File: src/inc/fbs_pkg.sv
// Shared constants and types for the fieldbus slave configuration and status block.
// Assumes a 250 MHz reference clock and a 32-bit AXI4-Lite register bus.
package fbs_pkg;
	localparam int unsigned CLK_HZ        = 250_000_000;
	localparam int unsigned BLINK_FAST_HZ = 4;
	localparam int unsigned HALF_FAST_CYC = CLK_HZ / (2 * BLINK_FAST_HZ);
	localparam int unsigned NUM_RATES     = 10;
	localparam int unsigned RATE_BPS [NUM_RATES] = '{9_600, 19_200, 45_450, 93_750, 187_500,
		500_000, 1_500_000, 3_000_000, 6_000_000, 12_000_000};
	localparam int unsigned RUN_W         = 17;
	localparam int unsigned EDGE_WIN      = 32;
	localparam int unsigned CAP_DELAY     = 4;
	localparam logic [3:0]  DIGIT_MAX     = 4'h9;
	localparam logic [6:0]  TENS_WEIGHT   = 7'h0a;
	localparam logic [6:0]  NODE_MIN      = 7'h01;
	localparam logic [6:0]  NODE_MAX      = 7'h63;
	// Register map
	localparam int unsigned AXI_AW        = 4;
	localparam logic [3:0]  OFS_STATUS    = 4'h0;
	localparam logic [3:0]  OFS_CTRL      = 4'h4;
	localparam logic [3:0]  OFS_FAULT     = 4'h8;
	localparam logic [3:0]  OFS_DIAG      = 4'hc;
	localparam logic [1:0]  RESP_OKAY     = 2'h0;
	localparam logic [1:0]  RESP_SLVERR   = 2'h2;
	// Status fields
	localparam int unsigned ST_NODE_LSB   = 0;
	localparam int unsigned ST_NODE_OK    = 7;
	localparam int unsigned ST_RATE_LSB   = 8;
	localparam int unsigned ST_RATE_LOCK  = 12;
	localparam int unsigned ST_CAPTURED   = 13;
	// Control, fault and diagnostic fields
	localparam int unsigned CT_INIT_DONE  = 0;
	localparam int unsigned CT_ONLINE     = 1;
	localparam int unsigned CT_INSTALL    = 2;
	localparam int unsigned FL_ASIC_FLASH = 0;
	localparam int unsigned FL_RAM        = 1;
	localparam int unsigned FL_DPRAM      = 2;
	localparam int unsigned DG_IO_SIZE    = 0;
	localparam int unsigned DG_USER_PRM   = 1;
	localparam int unsigned DG_CHIP_EN    = 2;
	localparam logic [2:0]  CTRL_RST      = 3'h0;
	localparam logic [2:0]  FAULT_RST     = 3'h0;
	localparam logic [2:0]  DIAG_RST      = 3'h0;

	typedef enum logic [0:0] {CAP_WAIT, CAP_HELD} fbs_cap_t;

	typedef struct packed {
		logic status_red;
		logic status_green;
		logic diag_red;
		logic online_green;
		logic offline_red;
	} fbs_led_t;
endpackage

File: src/hw/fbs_top.sv
// Fieldbus slave configuration and status: bit-rate detection, node address, indicator LEDs.
// Assumes switches and bus line are asynchronous pins; software drives status over AXI4-Lite.
//
// Contract
// - Detect one of ten bit rates automatically
// - Node address is ten times left plus right
// - Address captured once at start-up only
// - Status red 2 Hz on chip/flash fault
// - Status green 2 Hz before initialisation done
// - Status green 1 Hz when operating normally
// - Status red 1 Hz on RAM fault
// - Status red 4 Hz on dual-port RAM fault
// - Hardware faults clear only by power cycle
// - Diagnostics red 1 Hz on I/O size mismatch
// - Diagnostics red 2 Hz on parameter mismatch
// - Diagnostics red 4 Hz on enable failure, else dark
// - On-line green lit while on-line
// - Off-line red lit while off-line
// - Both line indicators flash on address fault
// - Slave only, never starts bus traffic
module fbs_top #(
	parameter int unsigned HALF_FAST = fbs_pkg::HALF_FAST_CYC
) (
	// Clock and reset
	input  wire logic                        REF_CLK,
	input  wire logic                        RSTN,
	// AXI4-Lite slave
	input  wire logic [fbs_pkg::AXI_AW-1:0]  S_AXI_AWADDR,
	input  wire logic                        S_AXI_AWVALID,
	output logic                             S_AXI_AWREADY,
	input  wire logic [31:0]                 S_AXI_WDATA,
	input  wire logic [3:0]                  S_AXI_WSTRB,
	input  wire logic                        S_AXI_WVALID,
	output logic                             S_AXI_WREADY,
	output logic [1:0]                       S_AXI_BRESP,
	output logic                             S_AXI_BVALID,
	input  wire logic                        S_AXI_BREADY,
	input  wire logic [fbs_pkg::AXI_AW-1:0]  S_AXI_ARADDR,
	input  wire logic                        S_AXI_ARVALID,
	output logic                             S_AXI_ARREADY,
	output logic [31:0]                      S_AXI_RDATA,
	output logic [1:0]                       S_AXI_RRESP,
	output logic                             S_AXI_RVALID,
	input  wire logic                        S_AXI_RREADY,
	// Pins
	input  wire logic [3:0]                  SW_TENS,
	input  wire logic [3:0]                  SW_UNITS,
	input  wire logic                        BUS_RX,
	output fbs_pkg::fbs_led_t                LED
);
	import fbs_pkg::*;

	function automatic logic [3:0] rate_of(input logic [RUN_W-1:0] run);
		logic [3:0] idx;
		idx = 4'h0;
		for (int i = 0; i < NUM_RATES; i++) begin
			// Run shorter than three quarters of a bit time means a faster rate
			if (4 * int'(run) < 3 * (CLK_HZ / RATE_BPS[i]) && idx < 4'(NUM_RATES - 1))
				idx = idx + 4'h1;
		end
		return idx;
	endfunction

	function automatic logic reg_hit(input logic [AXI_AW-1:0] a);
		return a == OFS_STATUS || a == OFS_CTRL || a == OFS_FAULT || a == OFS_DIAG;
	endfunction

	////////////////////////////////////////////////////////////////////////////
	// Pin synchronisers
	logic [8:0] sync1_r;
	logic [8:0] sync2_r;
	always_ff @(posedge REF_CLK or negedge RSTN) begin
		if (!RSTN) begin
			// Line bit resets to its idle high, else a false edge follows reset
			sync1_r <= 9'h100;
			sync2_r <= 9'h100;
		end else begin
			sync1_r <= {BUS_RX, SW_TENS, SW_UNITS};
			sync2_r <= sync1_r;
		end
	end
	logic       rx_s;
	logic [3:0] tens_s;
	logic [3:0] units_s;
	assign {rx_s, tens_s, units_s} = sync2_r;

	////////////////////////////////////////////////////////////////////////////
	// Node address capture
	fbs_cap_t   cap_r;
	logic [2:0] cap_cnt_r;
	logic [6:0] node_r;
	logic       node_ok_r;
	logic [6:0] node_nxt;
	assign node_nxt = 7'(TENS_WEIGHT * 7'(tens_s)) + 7'(units_s);

	always_ff @(posedge REF_CLK or negedge RSTN) begin
		if (!RSTN) begin
			cap_r     <= CAP_WAIT;
			cap_cnt_r <= 3'h0;
			node_r    <= 7'h0;
			node_ok_r <= 1'b0;
		end else begin
			case (cap_r)
				CAP_WAIT: begin
					cap_cnt_r <= cap_cnt_r + 3'h1;
					// Let the synchronisers fill before sampling
					if (cap_cnt_r == 3'(CAP_DELAY - 1)) begin
						cap_r     <= CAP_HELD;
						node_r    <= node_nxt;
						node_ok_r <= tens_s <= DIGIT_MAX && units_s <= DIGIT_MAX
							&& node_nxt >= NODE_MIN && node_nxt <= NODE_MAX;
					end
				end
				CAP_HELD: cap_r <= CAP_HELD;
				default: cap_r <= CAP_WAIT;
			endcase
		end
	end

	////////////////////////////////////////////////////////////////////////////
	// Bit-rate detection: shortest run over a window of edges
	// The master fixes one rate; a change is followed on the next window
	logic             rx_d_r;
	logic [RUN_W-1:0] run_r;
	logic [RUN_W-1:0] min_r;
	logic [5:0]       edges_r;
	logic [3:0]       rate_r;
	logic             lock_r;
	logic             rx_edge;
	assign rx_edge = rx_s != rx_d_r;

	always_ff @(posedge REF_CLK or negedge RSTN) begin
		if (!RSTN) begin
			rx_d_r  <= 1'b1;
			run_r   <= '0;
			min_r   <= '1;
			edges_r <= 6'h0;
			rate_r  <= 4'h0;
			lock_r  <= 1'b0;
		end else begin
			rx_d_r <= rx_s;
			if (rx_edge) begin
				run_r <= '0;
				if (edges_r == 6'(EDGE_WIN - 1)) begin
					edges_r <= 6'h0;
					min_r   <= '1;
					rate_r  <= rate_of(run_r < min_r ? run_r : min_r);
					lock_r  <= 1'b1;
				end else begin
					edges_r <= edges_r + 6'h1;
					if (run_r < min_r && edges_r != 6'h0)
						min_r <= run_r;
				end
			end else if (run_r != '1) begin
				run_r <= run_r + 1'b1;
			end
		end
	end

	////////////////////////////////////////////////////////////////////////////
	// Shared blink divider: 4, 2 and 1 Hz, all 50 percent duty
	logic [31:0] div_r;
	logic [2:0]  blink_r;
	always_ff @(posedge REF_CLK or negedge RSTN) begin
		if (!RSTN) begin
			div_r   <= 32'h0;
			blink_r <= 3'h0;
		end else if (div_r == HALF_FAST - 1) begin
			div_r   <= 32'h0;
			blink_r <= blink_r + 3'h1;
		end else begin
			div_r <= div_r + 32'h1;
		end
	end
	logic hz4;
	logic hz2;
	logic hz1;
	assign hz4 = blink_r[0];
	assign hz2 = blink_r[1];
	assign hz1 = blink_r[2];

	////////////////////////////////////////////////////////////////////////////
	// Registers and AXI4-Lite slave; the block only answers requests
	logic [2:0]        ctrl_r;
	logic [2:0]        fault_r;
	logic [2:0]        diag_r;
	logic              aw_have_r;
	logic              w_have_r;
	logic [AXI_AW-1:0] aw_addr_r;
	logic [31:0]       w_data_r;
	logic              w_en_r;
	logic              do_write;
	assign S_AXI_AWREADY = !aw_have_r && !S_AXI_BVALID;
	assign S_AXI_WREADY  = !w_have_r && !S_AXI_BVALID;
	assign S_AXI_ARREADY = !S_AXI_RVALID;
	assign do_write      = aw_have_r && w_have_r && !S_AXI_BVALID;

	always_ff @(posedge REF_CLK or negedge RSTN) begin
		if (!RSTN) begin
			aw_have_r    <= 1'b0;
			w_have_r     <= 1'b0;
			aw_addr_r    <= '0;
			w_data_r     <= 32'h0;
			w_en_r       <= 1'b0;
			S_AXI_BVALID <= 1'b0;
			S_AXI_BRESP  <= RESP_OKAY;
		end else begin
			if (S_AXI_AWVALID && S_AXI_AWREADY) begin
				aw_have_r <= 1'b1;
				aw_addr_r <= S_AXI_AWADDR;
			end
			if (S_AXI_WVALID && S_AXI_WREADY) begin
				w_have_r <= 1'b1;
				w_data_r <= S_AXI_WDATA;
				w_en_r   <= S_AXI_WSTRB[0];
			end
			if (do_write) begin
				aw_have_r    <= 1'b0;
				w_have_r     <= 1'b0;
				S_AXI_BVALID <= 1'b1;
				S_AXI_BRESP  <= reg_hit(aw_addr_r) ? RESP_OKAY : RESP_SLVERR;
			end else if (S_AXI_BREADY) begin
				S_AXI_BVALID <= 1'b0;
			end
		end
	end

	// Fault bits only ever set; nothing but a power cycle clears them
	always_ff @(posedge REF_CLK or negedge RSTN) begin
		if (!RSTN) begin
			ctrl_r  <= CTRL_RST;
			fault_r <= FAULT_RST;
			diag_r  <= DIAG_RST;
		end else if (do_write && w_en_r) begin
			if (aw_addr_r == OFS_CTRL)
				ctrl_r <= w_data_r[2:0];
			if (aw_addr_r == OFS_FAULT)
				fault_r <= fault_r | w_data_r[2:0];
			if (aw_addr_r == OFS_DIAG)
				diag_r <= w_data_r[2:0];
		end
	end

	logic [31:0] rd_word;
	always_comb begin
		rd_word = 32'h0;
		case (S_AXI_ARADDR)
			OFS_STATUS: begin
				rd_word[ST_NODE_LSB +: 7] = node_r;
				rd_word[ST_NODE_OK]       = node_ok_r;
				rd_word[ST_RATE_LSB +: 4] = rate_r;
				rd_word[ST_RATE_LOCK]     = lock_r;
				rd_word[ST_CAPTURED]      = cap_r == CAP_HELD;
			end
			OFS_CTRL:  rd_word[2:0] = ctrl_r;
			OFS_FAULT: rd_word[2:0] = fault_r;
			OFS_DIAG:  rd_word[2:0] = diag_r;
			default:   rd_word = 32'h0;
		endcase
	end

	always_ff @(posedge REF_CLK or negedge RSTN) begin
		if (!RSTN) begin
			S_AXI_RVALID <= 1'b0;
			S_AXI_RDATA  <= 32'h0;
			S_AXI_RRESP  <= RESP_OKAY;
		end else if (S_AXI_ARVALID && S_AXI_ARREADY) begin
			S_AXI_RVALID <= 1'b1;
			S_AXI_RDATA  <= rd_word;
			S_AXI_RRESP  <= reg_hit(S_AXI_ARADDR) ? RESP_OKAY : RESP_SLVERR;
		end else if (S_AXI_RREADY) begin
			S_AXI_RVALID <= 1'b0;
		end
	end

	////////////////////////////////////////////////////////////////////////////
	// Indicators, registered; hardware faults outrank initialisation state
	logic addr_bad;
	assign addr_bad = !node_ok_r || ctrl_r[CT_INSTALL];
	fbs_led_t led_nxt;
	always_comb begin
		led_nxt = '0;
		if (fault_r[FL_ASIC_FLASH])
			led_nxt.status_red = hz2;
		else if (fault_r[FL_RAM])
			led_nxt.status_red = hz1;
		else if (fault_r[FL_DPRAM])
			led_nxt.status_red = hz4;
		else if (!ctrl_r[CT_INIT_DONE])
			led_nxt.status_green = hz2;
		else
			led_nxt.status_green = hz1;
		if (diag_r[DG_CHIP_EN])
			led_nxt.diag_red = hz4;
		else if (diag_r[DG_USER_PRM])
			led_nxt.diag_red = hz2;
		else if (diag_r[DG_IO_SIZE])
			led_nxt.diag_red = hz1;
		if (cap_r == CAP_HELD && addr_bad) begin
			led_nxt.online_green = hz2;
			led_nxt.offline_red  = hz2;
		end else begin
			led_nxt.online_green = ctrl_r[CT_ONLINE];
			led_nxt.offline_red  = !ctrl_r[CT_ONLINE];
		end
	end

	always_ff @(posedge REF_CLK or negedge RSTN) begin
		if (!RSTN)
			LED <= '0;
		else
			LED <= led_nxt;
	end
endmodule

File: config.mk
export PLATFORM = sky130hd
export DESIGN_NAME = fbs_top
export DESIGN_NICKNAME = d
export VERILOG_FILES = /design/src/inc/fbs_pkg.sv /design/src/hw/fbs_top.sv
export SDC_FILE = /design/constraint.sdc
export NUM_CORES = 1
export LEC_CHECK = 0
export BUFFER_PORTS_ARGS = -buffer_cell sky130_fd_sc_hd__buf_2
export CELL_PAD_IN_SITES_DETAIL_PLACEMENT = 1
export CELL_PAD_IN_SITES_GLOBAL_PLACEMENT = 2
export CORE_AREA = 3 3 192 194
export DETAILED_ROUTE_END_ITERATION = 12
export DIE_AREA = 0 0 195 197
export PLACE_DENSITY_LB_ADDON = 0.1
export SYNTH_ARGS = -nofsm -noshare
export SYNTH_HDL_FRONTEND = slang
export SYNTH_SLANG_ARGS = --single-unit
File: constraint.sdc
create_clock -name REF_CLK -period 30.1 [get_ports REF_CLK]
set_input_delay 1.505 -clock REF_CLK [delete_from_list [all_inputs] [get_ports REF_CLK]]
set_output_delay 1.505 -clock REF_CLK [all_outputs]
set_load 0.01 [all_outputs]
==> results.md, run 1 <==
* DRT iter0 DRCs at 167
* Routed via count at 6486
* CP arrival at 11.28 ns
* Die ar. at 0.0384 mm²
* Clock transition at the registers of the reported paths at 0.07 ns
* First-pass GRT wire length at 38.4 mm
* Die Span X at 195 µm
* Largest stage delay, worst path at 0.56 ns
* Overall routing resource usage at 12.4%
* Total negative slack at 0 ns
* Sequential area share after synthesis at 43.7%
* Fmax at 91.2 MHz
* Leakage at 4.56 nW
* Clk_skew at 0.0139 ns
* GRT overflow at 0
* Inserted Clock Buffers at 17
* Rel. slew slack at 31.8%
* Highest-delay cell along the critical path: dfstp_2
* HP Class: flop to flop
* Top delay family on crit path: compound AO/OA/AOI/OAI gates
* Most frequent cells in the layout: dfrtp_1 (133), nand2_1 (78), nor2_1 (75)
* Startpoint Class: flop
* Pwr dens at 66.1 mW/mm²
* Site Rows at 69
* WL/cell at 16.6 µm
* Syn-to-layout area delta at 15.2%
* Via density at 4.65
* Netlist cell types at 94
* Drt pass-1 iters at 4
* CTS Hold Bufs at 0
* I/O Pins at 106
* Clk sinks at 153
* Post-Place Setup Slack at 19.06 ns
* Post-Syn Instances at 872
* Seq cells post-synth at 153
* Post-Syn Area at 0.00881 mm²
* Post-CTS setup buffer count at 0
* DIE HEIGHT at 197 µm
* Crit Path Max Fanout at 11
* Layout cells sized above 1 at 19.0%
* Most frequent CP cell: ha_1
* RSZ-0062 raised after global routing: false
* Clock Latency Late Sink at 0.43 ns
* CTS tree: yes
* Initial Utilization at 24.9%
* Fillers at 4024
* Critical path class: flop to flop
* Post-route minimum period at 10.97 ns
* Final period util at 36.4%
* Max-cap violations at 0
* Worst slew pin tran at 1.02 ns
* Final setup vio count at 0
* GPL Wtd Cong at 0.739
* Synth warn at 0
* Crit path capture type: flop
* Nets at 1030
* Hold Violations, Final at 0
* Avg Cell Area, Syn at 10.1 µm²
* Maximum vdd ir drop at 43.1 µV
* Synth async-reset ratio at 100%
* Initial antenna violation count at 0
* Post-route DRC at 0
* # diodes at 0
* IO Port Bufs at 53
* Routed WL at 23.2 mm
* Vias in the first global route at 6858
* Buffers and inverters on the worst path at 7
* H-tree levels at 4
* Synth Flop Type: dfrtp_1
* Resize count post-CTS at 0
* Root Buffer: clkbuf_16
* Setup WS post-layout at 19.13 ns
* Post-DP HPWL at 17.2 mm
* Most common cell after layout, fill and taps aside: dfrtp_1
* Largest net degree at the start of global routing at 85
* Clk buf depth at 2
* Area of the core at 0.0354 mm²
* Final Max Slew Viols at 0
* CP required at 30.41 ns
* Status: completed
* EDFF count, synth at 0
* Antenna viol nets, final at 0
-- per-stage QoR --
stage / std cells / area (µm²) / total power, mW / util [%] / hold slack (ns)
after floorplan: 891 / 8880 / 0.393 / - / 0.331
after global placement: 1364 / 9520 / 0.441 / 26.9 / 0.332
after detailed placement: 1364 / 9520 / 0.443 / 26.9 / 0.339
after CTS: 1396 / 10100 / 0.686 / 28.7 / 0.356
after global routing: 1396 / 10100 / 0.718 / 28.7 / 0.368
final: 1396 / 10100 / 0.671 / 28.7 / 0.351
-- sequential cells by signal, indices dropped and copies added (netlist names), 6 cells and up --
register and flops:
div_r 32, min_r 17, run_r 17, S_AXI_RDATA 14, sync1_r 9, sync2_r 9, node_r 7, edges_r 6
-- cells by family (layout without fill, tap and decap cells) --
group	after synthesis	after routing	share of synthesized area (%)
AO/OA/AOI/OAI	171	171	14.4
other	1	20	0.0426
XOR/XNOR	65	65	7.27
multiplexers	41	41	5.61
AND/OR/NAND/NOR	300	300	16.9
flip-flops	153	153	43.7
buffers and inverters	93	137	5.10
adder cells (fa/ha/maj)	48	48	6.99
-- final cells by class --
| class | count | area [µm²] | area share, % |
|---|---|---|---|
| Timing Repair Buffer | 59 | 317 | 3.12 |
| Tap cell | 461 | 577 | 5.68 |
| Clock buffer | 19 | 443 | 4.36 |
| Sequential cell | 153 | 3850 | 38.0 |
| Inverter | 46 | 173 | 1.70 |
| Multi-Input combinational cell | 645 | 4600 | 45.3 |
| Clock inverter | 13 | 191 | 1.89 |
-- per-layer routing --
metal / part of all wire [%] / wire [µm] / GRT usage (%)
met1: 51 / 11900 / 17.7
met2: 46 / 10600 / 19.6
met3: 1.8 / 416 / 2.22
met4: 1.1 / 261 / 3.22
met5: 0 / 0 / 0
-- synth_stat cells, drive strengths merged, types with 7 or more instances --
| cell type | number | area, µm² |
|---|---|---|
| o211ai | 12 | 90.1 |
| clkbuf | 21 | 80.1 |
| a21o | 7 | 52.6 |
| nor3 | 24 | 125 |
| ha | 46 | 576 |
| nor2b | 12 | 77.6 |
| buf | 26 | 196 |
| nand4 | 20 | 125 |
| o22a | 17 | 150 |
| and2 | 8 | 53.8 |
| nand2 | 79 | 299 |
| a21oi | 33 | 169 |
| mux2 | 25 | 289 |
| mux2i | 13 | 138 |
| xor2 | 28 | 245 |
| a22o | 15 | 133 |
| o21ai | 37 | 189 |
| inv | 46 | 173 |
| dfstp | 20 | 526 |
| nand3 | 26 | 130 |
| dfrtp | 133 | 3330 |
| and3 | 15 | 96.3 |
| nor2 | 75 | 282 |
| xnor2 | 37 | 395 |
-- worst paths after layout --
kind | from | endpoint | slack (ns) | cells past startpoint
setup / recovery | min_r[15]$_DFFE_PN1P_ | rate_r[2]$_DFFE_PN0P_ | 19.13 | 52
hold / removal | sync1_r[5]$_DFF_PN0_ | sync2_r[5]$_DFF_PN0_ | 0.35 | 0
setup reg to reg | min_r[15]$_DFFE_PN1P_ | rate_r[2]$_DFFE_PN0P_ | 19.13 | 52
hold reg to reg | sync1_r[5]$_DFF_PN0_ | sync2_r[5]$_DFF_PN0_ | 0.35 | 0
max in group asynchronous | RSTN | run_r[3]$_DFFE_PN0P_ | 27.52 | 2
min in group asynchronous | RSTN | S_AXI_RDATA[5]$_DFFE_PN0P_ | 1.14 | 1
-- worst register-to-register path: cells and delay by family (launching register included) --
family | cells | cell delay [ns]
xor gates and xnor gates | 2 | 0.53
AOI/OAI and AO/OA | 19 | 4.09
and+or+nand+nor | 12 | 1.67
DFF | 1 | 0.56
adders and majority gates | 9 | 2.34
buffers and inverters | 7 | 0.75
muxes | 3 | 0.92
-- power breakdown --
part / internal (mW) / switching (mW)
clock network: 0.142 / 0.0932
registers: 0.244 / 0.0362
logic: 0.0704 / 0.0844
Note: power is estimated with default switching activity, not from simulation.
==> inputs of run 2 (changes only) <==
Settings changed: ABC_AREA from default to 1, CORE_AREA 3 3 192 194 to 3 3 193 195, DIE_AREA 0 0 195 197 to 0 0 196 198.
Clock period 30.1 ns to 9.51 ns, I/O delays scaled along.
==> run 2 against run 1 <==
  * Sequential share of layout area down 0.20 points
  * Routed wire length is 0.39% lower
  * Critical endpoint is now rate_r[0]$_DFFE_PN0P_
  * Clock-buffer cell count increased by 3
  * Core utilization is essentially flat
  * Setup slack got worse by 18 ns
  * Hold slack lost 0.24 ns
==> results.md, run 2 <==
* Most frequent CP cell: nand2_1
* Final Max Slew Viols at 0
* Synth async-reset ratio at 100%
* Post-route minimum period at 8.45 ns
* Startpoint Class: flop
* Inserted Clock Buffers at 17
* Largest stage delay, worst path at 0.53 ns
* EDFF count, synth at 0
* Clock transition at the registers of the reported paths at 0.07 ns
* H-tree levels at 4
* Seq cells post-synth at 153
* Highest-delay cell along the critical path: dfstp_2
* Commonest cells post-synth: nand2_1 (261), inv_1 (175), dfrtp_1 (133), nor2_1 (92), nand3_1 (80)
* Post-Syn Area at 0.00887 mm²
* Most common cell after layout, fill and taps aside: nand2_1
* Clk buf depth at 2
* Most frequent cells in the layout: nand2_1 (261), inv_1 (175), dfrtp_1 (133)
* Largest net degree at the start of global routing at 93
* Hold Violations, Final at 0
* Via density at 4.33
* Post-route DRC at 0
* DIE HEIGHT at 198 µm
* CP required at 9.83 ns
* Post-DP HPWL at 17.0 mm
* Crit path capture type: flop
* Initial antenna violation count at 0
* Netlist cell types at 52
* Pwr dens at 226 mW/mm²
* Nets at 1286
* Leakage at 5.17 nW
* Flop-to-flop setup slack at 1.06 ns
* Final cell count without fillers at 1652
* Overall routing resource usage at 12.4%
* Critical path class: flop to flop
* Max-cap violations at 0
* Clock Latency Late Sink at 0.43 ns
* GPL Wtd Cong at 0.698
* Vias in the first global route at 7554
* Root Buffer: clkbuf_16
* Antenna viol nets, final at 0
* Maximum vdd ir drop at 131 µV
* Status: completed
* Routed via count at 7147
* Max reg flops at 32
* CP arrival at 8.77 ns
* RSZ-0062 raised after global routing: false
* Die Span X at 196 µm
* # diodes at 0
* HP Class: input port to asynchronous set/reset pin
* Fmax at 118 MHz
* Drt pass-1 iters at 5
* Sequential area share after synthesis at 43.5%
* Die ar. at 0.0388 mm²
* Clk sinks at 153
* Initial Utilization at 24.9%
* WL/cell at 14.0 µm
* Rel. slew slack at 35.7%
* Dominant cell type by area after synthesis: dfrtp_1
* Synth Flop Type: dfrtp_1
* DRT iter0 DRCs at 254
* Synth warn at 0
* Final setup vio count at 0
* Placed insts at 1617
* Crit Path Max Fanout at 20
* Share of the synthesized area in the top cell type at 37.5%
* CTS tree: yes
* GRT overflow at 0
* Layout cells sized above 1 at 15.0%
* Most flops, register: div_r
* First-pass GRT wire length at 39.3 mm
* Largest registers: div_r: 32 flops, min_r: 17 flops, run_r: 17 flops
* Worst slew pin tran at 0.964 ns
* Final period util at 88.9%
* Routed WL at 23.2 mm
* I/O Pins at 106
* Site Rows at 69
* Clk_skew at 0.0115 ns
* Post-Syn Instances at 1113
* Top-count cell post-synth: nand2_1
* Ranking of synthesized cells by area: dfrtp_1 (38%), nand2_1 (11%), inv_1 (7.4%), ha_1 (6.5%), dfstp_2 (5.9%)
* Total negative slack at 0 ns
* Syn-to-layout area delta at 15.1%
* Area of the core at 0.0356 mm²
* Avg Cell Area, Syn at 7.97 µm²
* IO Port Bufs at 53
-- run 2: changes by cell type in the layout (fill, tap and decap cells not counted), sizes merged, moves of 13 or more --
cell	previous run	this run
mux2	25	3
nor2	75	98
nand3	26	87
nand2	79	292
xnor2	37	1
o21ai	37	67
o22a	17	0
a22o	15	0
and3	15	0
inv	49	180
a22oi	0	15
mux2i	13	0
-- run 2: per-layer routing --
| metal | up-vias | wire length (µm) | part of all wire, % | global-route usage, % |
|---|---|---|---|---|
| li1 | 3666 | - | - | - |
| met1 | 3423 | 11600 | 50 | 16.9 |
| met2 | 44 | 10900 | 47 | 20.4 |
| met3 | 14 | 470 | 2.0 | 2.33 |
| met4 | 0 | 216 | 0.93 | 3.06 |
| met5 | - | 0 | 0 | 0 |
-- run 2: cell type report --
type	instances	area, µm²
Fill cell	4301	25400
Inverter	178	668
Clock inverter	10	91.3
Timing Repair Buffer	60	324
Sequential cell	153	3850
Clock buffer	22	474
Tap cell	461	577
Multi-Input combinational cell	768	4220
-- run 2: worst max-delay path, delay by kind of cell (launching register included) --
family | cells | cell delay [ns]
and+or+nand+nor | 35 | 3.97
AOI/OAI and AO/OA | 6 | 1.07
xor gates and xnor gates | 1 | 0.22
DFF | 1 | 0.53
buffers and inverters | 7 | 0.51
adders and majority gates | 9 | 2.07
-- run 2: through the flow --
step | util (%) | total power, mW | cell area, µm² | hold WS [ns] | setup slack, ns
after floorplan | - | 1.46 | 8940 | 0.180 | 2.08
after global placement | 27.0 | 1.67 | 9600 | 0.333 | 0.639
after detailed placement | 27.0 | 1.68 | 9600 | 0.337 | 0.593
after CTS | 28.6 | 2.37 | 10200 | 0.123 | 0.571
after global routing | 28.7 | 2.54 | 10200 | 0.122 | 0.0346
final | 28.7 | 2.31 | 10200 | 0.108 | 1.06
-- run 2: path summary, 6_finish.rpt --
| kind | cells past startpoint | start | to |
|---|---|---|---|
| max | 58 | min_r[16]$_DFFE_PN1P_ | rate_r[0]$_DFFE_PN0P_ |
| min | 1 | RSTN | div_r[18]$_DFF_PN0_ |
| max reg2reg | 58 | min_r[16]$_DFFE_PN1P_ | rate_r[0]$_DFFE_PN0P_ |
| min reg2reg | 0 | sync1_r[4]$_DFF_PN0_ | sync2_r[4]$_DFF_PN0_ |
| max in group asynchronous | 2 | RSTN | cap_cnt_r[2]$_DFFE_PN0N_ |
| min in group REF_CLK | 1 | BUS_RX | sync1_r[8]$_DFF_PN1_ |
-- run 2: power breakdown --
part	total [mW]	leakage, nW	internal, mW	switching [mW]
logic	0.805	2.97	0.282	0.523
clock network	0.668	0.277	0.382	0.287
registers	0.837	1.92	0.771	0.0664
-- run 2: kinds of logic after synthesis --
kind of cell    count (synthesis)  share of synthesized area (%)
simple gates                  536                           27.5
buf+inv                       212                           10.1
flops                         153                           43.5
compound gates                143                           9.76
fa+ha+maj                      48                           6.94
xor+xnor                       17                           1.85
mux                             3                          0.381
other cells                     1                         0.0423
-- run 2: timing repair --
action	CTS	global route
buffers inserted	0	2
endpoints found under the setup margin	0	4
gates resized for setup	0	2
endpoints found under the hold margin	0	0
hold buffers	0	0
==> inputs of run 3 (changes only) <==
Settings changed: BUFFER_PORTS_ARGS -buffer_cell sky130_fd_sc_hd__buf_2 to default, DONT_BUFFER_PORTS from default to 1, PLACE_DENSITY from default to 0.59, PLACE_DENSITY_LB_ADDON 0.1 to default.
==> run 3 against run 2 <==
  * Critical path type unchanged
  * Hold slack worse by 0.10 ns
  * Fmax down 0.62%
  * First-iteration DRC count is 3.9% lower
  * Via count is 2.5% lower
  * Clock-buffer cell count decreased by 2
  * Sequential cell count is the same
  * Critical path depth is 3 higher
  * Critical endpoint is now rate_r[2]$_DFFE_PN0P_
  * Sequential power up 2%
  * Routed wire length is 2.7% lower
==> results.md, run 3 (synthesized netlist as in run 2, its figures left out) <==
* RSZ-0062 raised after global routing: false
* Critical path class: flop to flop
* Maximum vdd ir drop at 140 µV
* Initial Utilization at 24.9%
* Setup WS post-layout at 1.01 ns
* Total negative slack at 0 ns
* Most frequent cells in the layout: nand2_1 (261), inv_1 (175), dfrtp_1 (133)
* Drt pass-1 iters at 4
* Final setup vio count at 0
* Post-DP HPWL at 16.4 mm
* WL/cell at 14.1 µm
* Initial antenna violation count at 0
* Clock Latency Late Sink at 0.43 ns
* Final period util at 89.4%
* Status: completed
* Pwr dens at 230 mW/mm²
* Inserted Clock Buffers at 17
* Largest net degree at the start of global routing at 154
* Max-cap violations at 0
* CP required at 9.82 ns
* Clk_skew at 0.0219 ns
* Site Rows at 69
* Vias in the first global route at 7382
* Syn-to-layout area delta at 12.5%
* DIE HEIGHT at 198 µm
* Clock transition at the registers of the reported paths at 0.07 ns
* HP Class: input port to asynchronous set/reset pin
* Startpoint Class: flop
* Post-Place Setup Slack at 0.536 ns
* Most common cell after layout, fill and taps aside: nand2_1
* Nets at 1232
* Most flops, register: div_r
* I/O Pins at 106
* CP arrival at 8.82 ns
* Routed WL at 22.5 mm
* Leakage at 4.93 nW
* Crit Path Max Fanout at 10
* Largest stage delay, worst path at 0.54 ns
* DRT iter0 DRCs at 244
* Fmax at 118 MHz
* Fillers at 4309
* First-pass GRT wire length at 38.2 mm
* Final core utilization at 28.0%
* H-tree levels at 4
* Worst slew pin tran at 0.898 ns
* DP Area at 0.00930 mm²
* Multi-input gate area at 0.00426 mm²
* Most frequent CP cell: nand2_1
* Highest-delay cell along the critical path: dfstp_2
* Post-route minimum period at 8.50 ns
* Post-Layout Inst Area at 0.00998 mm²
* GPL Wtd Cong at 0.692
* Max reg flops at 32
* Layout cells sized above 1 at 11.3%
* Crit path capture type: flop
* Root Buffer: clkbuf_16
* Power Total at 2.29 mW
* Hold Violations, Final at 0
* Antenna viol nets, final at 0
* Largest registers: div_r: 32 flops, min_r: 17 flops, run_r: 17 flops
* Die Span X at 196 µm
* Routed via count at 6969
* GRT overflow at 0
* Via density at 4.36
* Rel. slew slack at 40.1%
* # diodes at 0
* Clk buf depth at 2
* Area of the core at 0.0356 mm²
* Die ar. at 0.0388 mm²
* Overall routing resource usage at 12.0%
* Final Max Slew Viols at 0
* Clk sinks at 153
* CTS tree: yes
* Register area at 0.00385 mm²
* IO Port Bufs at 0
* Post-route DRC at 0
run 3: path summary, 6_finish.rpt:
path / slack (ns) / start / end / cells after the start
max in group asynchronous: 8.82 / RSTN / div_r[26]$_DFF_PN0_ / 1
min in group REF_CLK: 0.03 / BUS_RX / sync1_r[8]$_DFF_PN1_ / 0
worst min register to register: 0.35 / sync1_r[5]$_DFF_PN0_ / sync2_r[5]$_DFF_PN0_ / 0
worst max register to register: 1.01 / min_r[16]$_DFFE_PN1P_ / rate_r[2]$_DFFE_PN0P_ / 61
worst min-delay path: 0.007 / RSTN / sync2_r[7]$_DFF_PN0_ / 1
worst max-delay path: 1.01 / min_r[16]$_DFFE_PN1P_ / rate_r[2]$_DFFE_PN0P_ / 61
run 3: repair_timing:
action / 4_1_cts / 5_1_grt
setup buffers: 0 / 3
gates resized for setup: 0 / 8
endpoints found under the hold margin: 153 / 0
setup endpoints to repair: 0 / 4
hold buffers: 1 / 0
run 3: area by class of cell:
| class | count | share of cell area (%) |
|---|---|---|
| multi-input cells | 769 | 42.7 |
| flip-flops and latches | 153 | 38.6 |
| inverters | 178 | 6.70 |
| well taps | 461 | 5.78 |
| clock buffers | 20 | 4.48 |
| clock inverters | 12 | 1.18 |
| repair buffers | 5 | 0.552 |
run 3: critical path: cells and delay by family, from the launching register on:
kind	cells	cell delay, ns
buf+inv	8	0.73
fa+ha+maj	9	2.04
compound gates	4	0.49
xor+xnor	1	0.21
flops	1	0.54
simple gates	39	4.39
run 3: power by group:
| part | switching (mW) | leakage (nW) | internal, mW |
|---|---|---|---|
| clock | 0.297 | 0.257 | 0.371 |
| sequential | 0.0790 | 1.92 | 0.771 |
| combinational | 0.505 | 2.76 | 0.268 |
| total | 0.880 | 4.93 | 1.41 |
run 3: per-stage QoR:
stage               hold WS [ns]  std cells
global route             0.00260       1598
finish                   0.00729       1598
CTS                      0.00656       1593
floorplan                  0.180       1132
detailed placement         0.183       1560
global placement           0.183       1560
run 3: metal layers:
| layer | track usage [%] | part of all wire [%] |
|---|---|---|
| met5 | 0 | 0 |
| met4 | 2.72 | 0.88 |
| met3 | 2.13 | 2.1 |
| met2 | 19.2 | 45 |
| met1 | 17.1 | 52 |
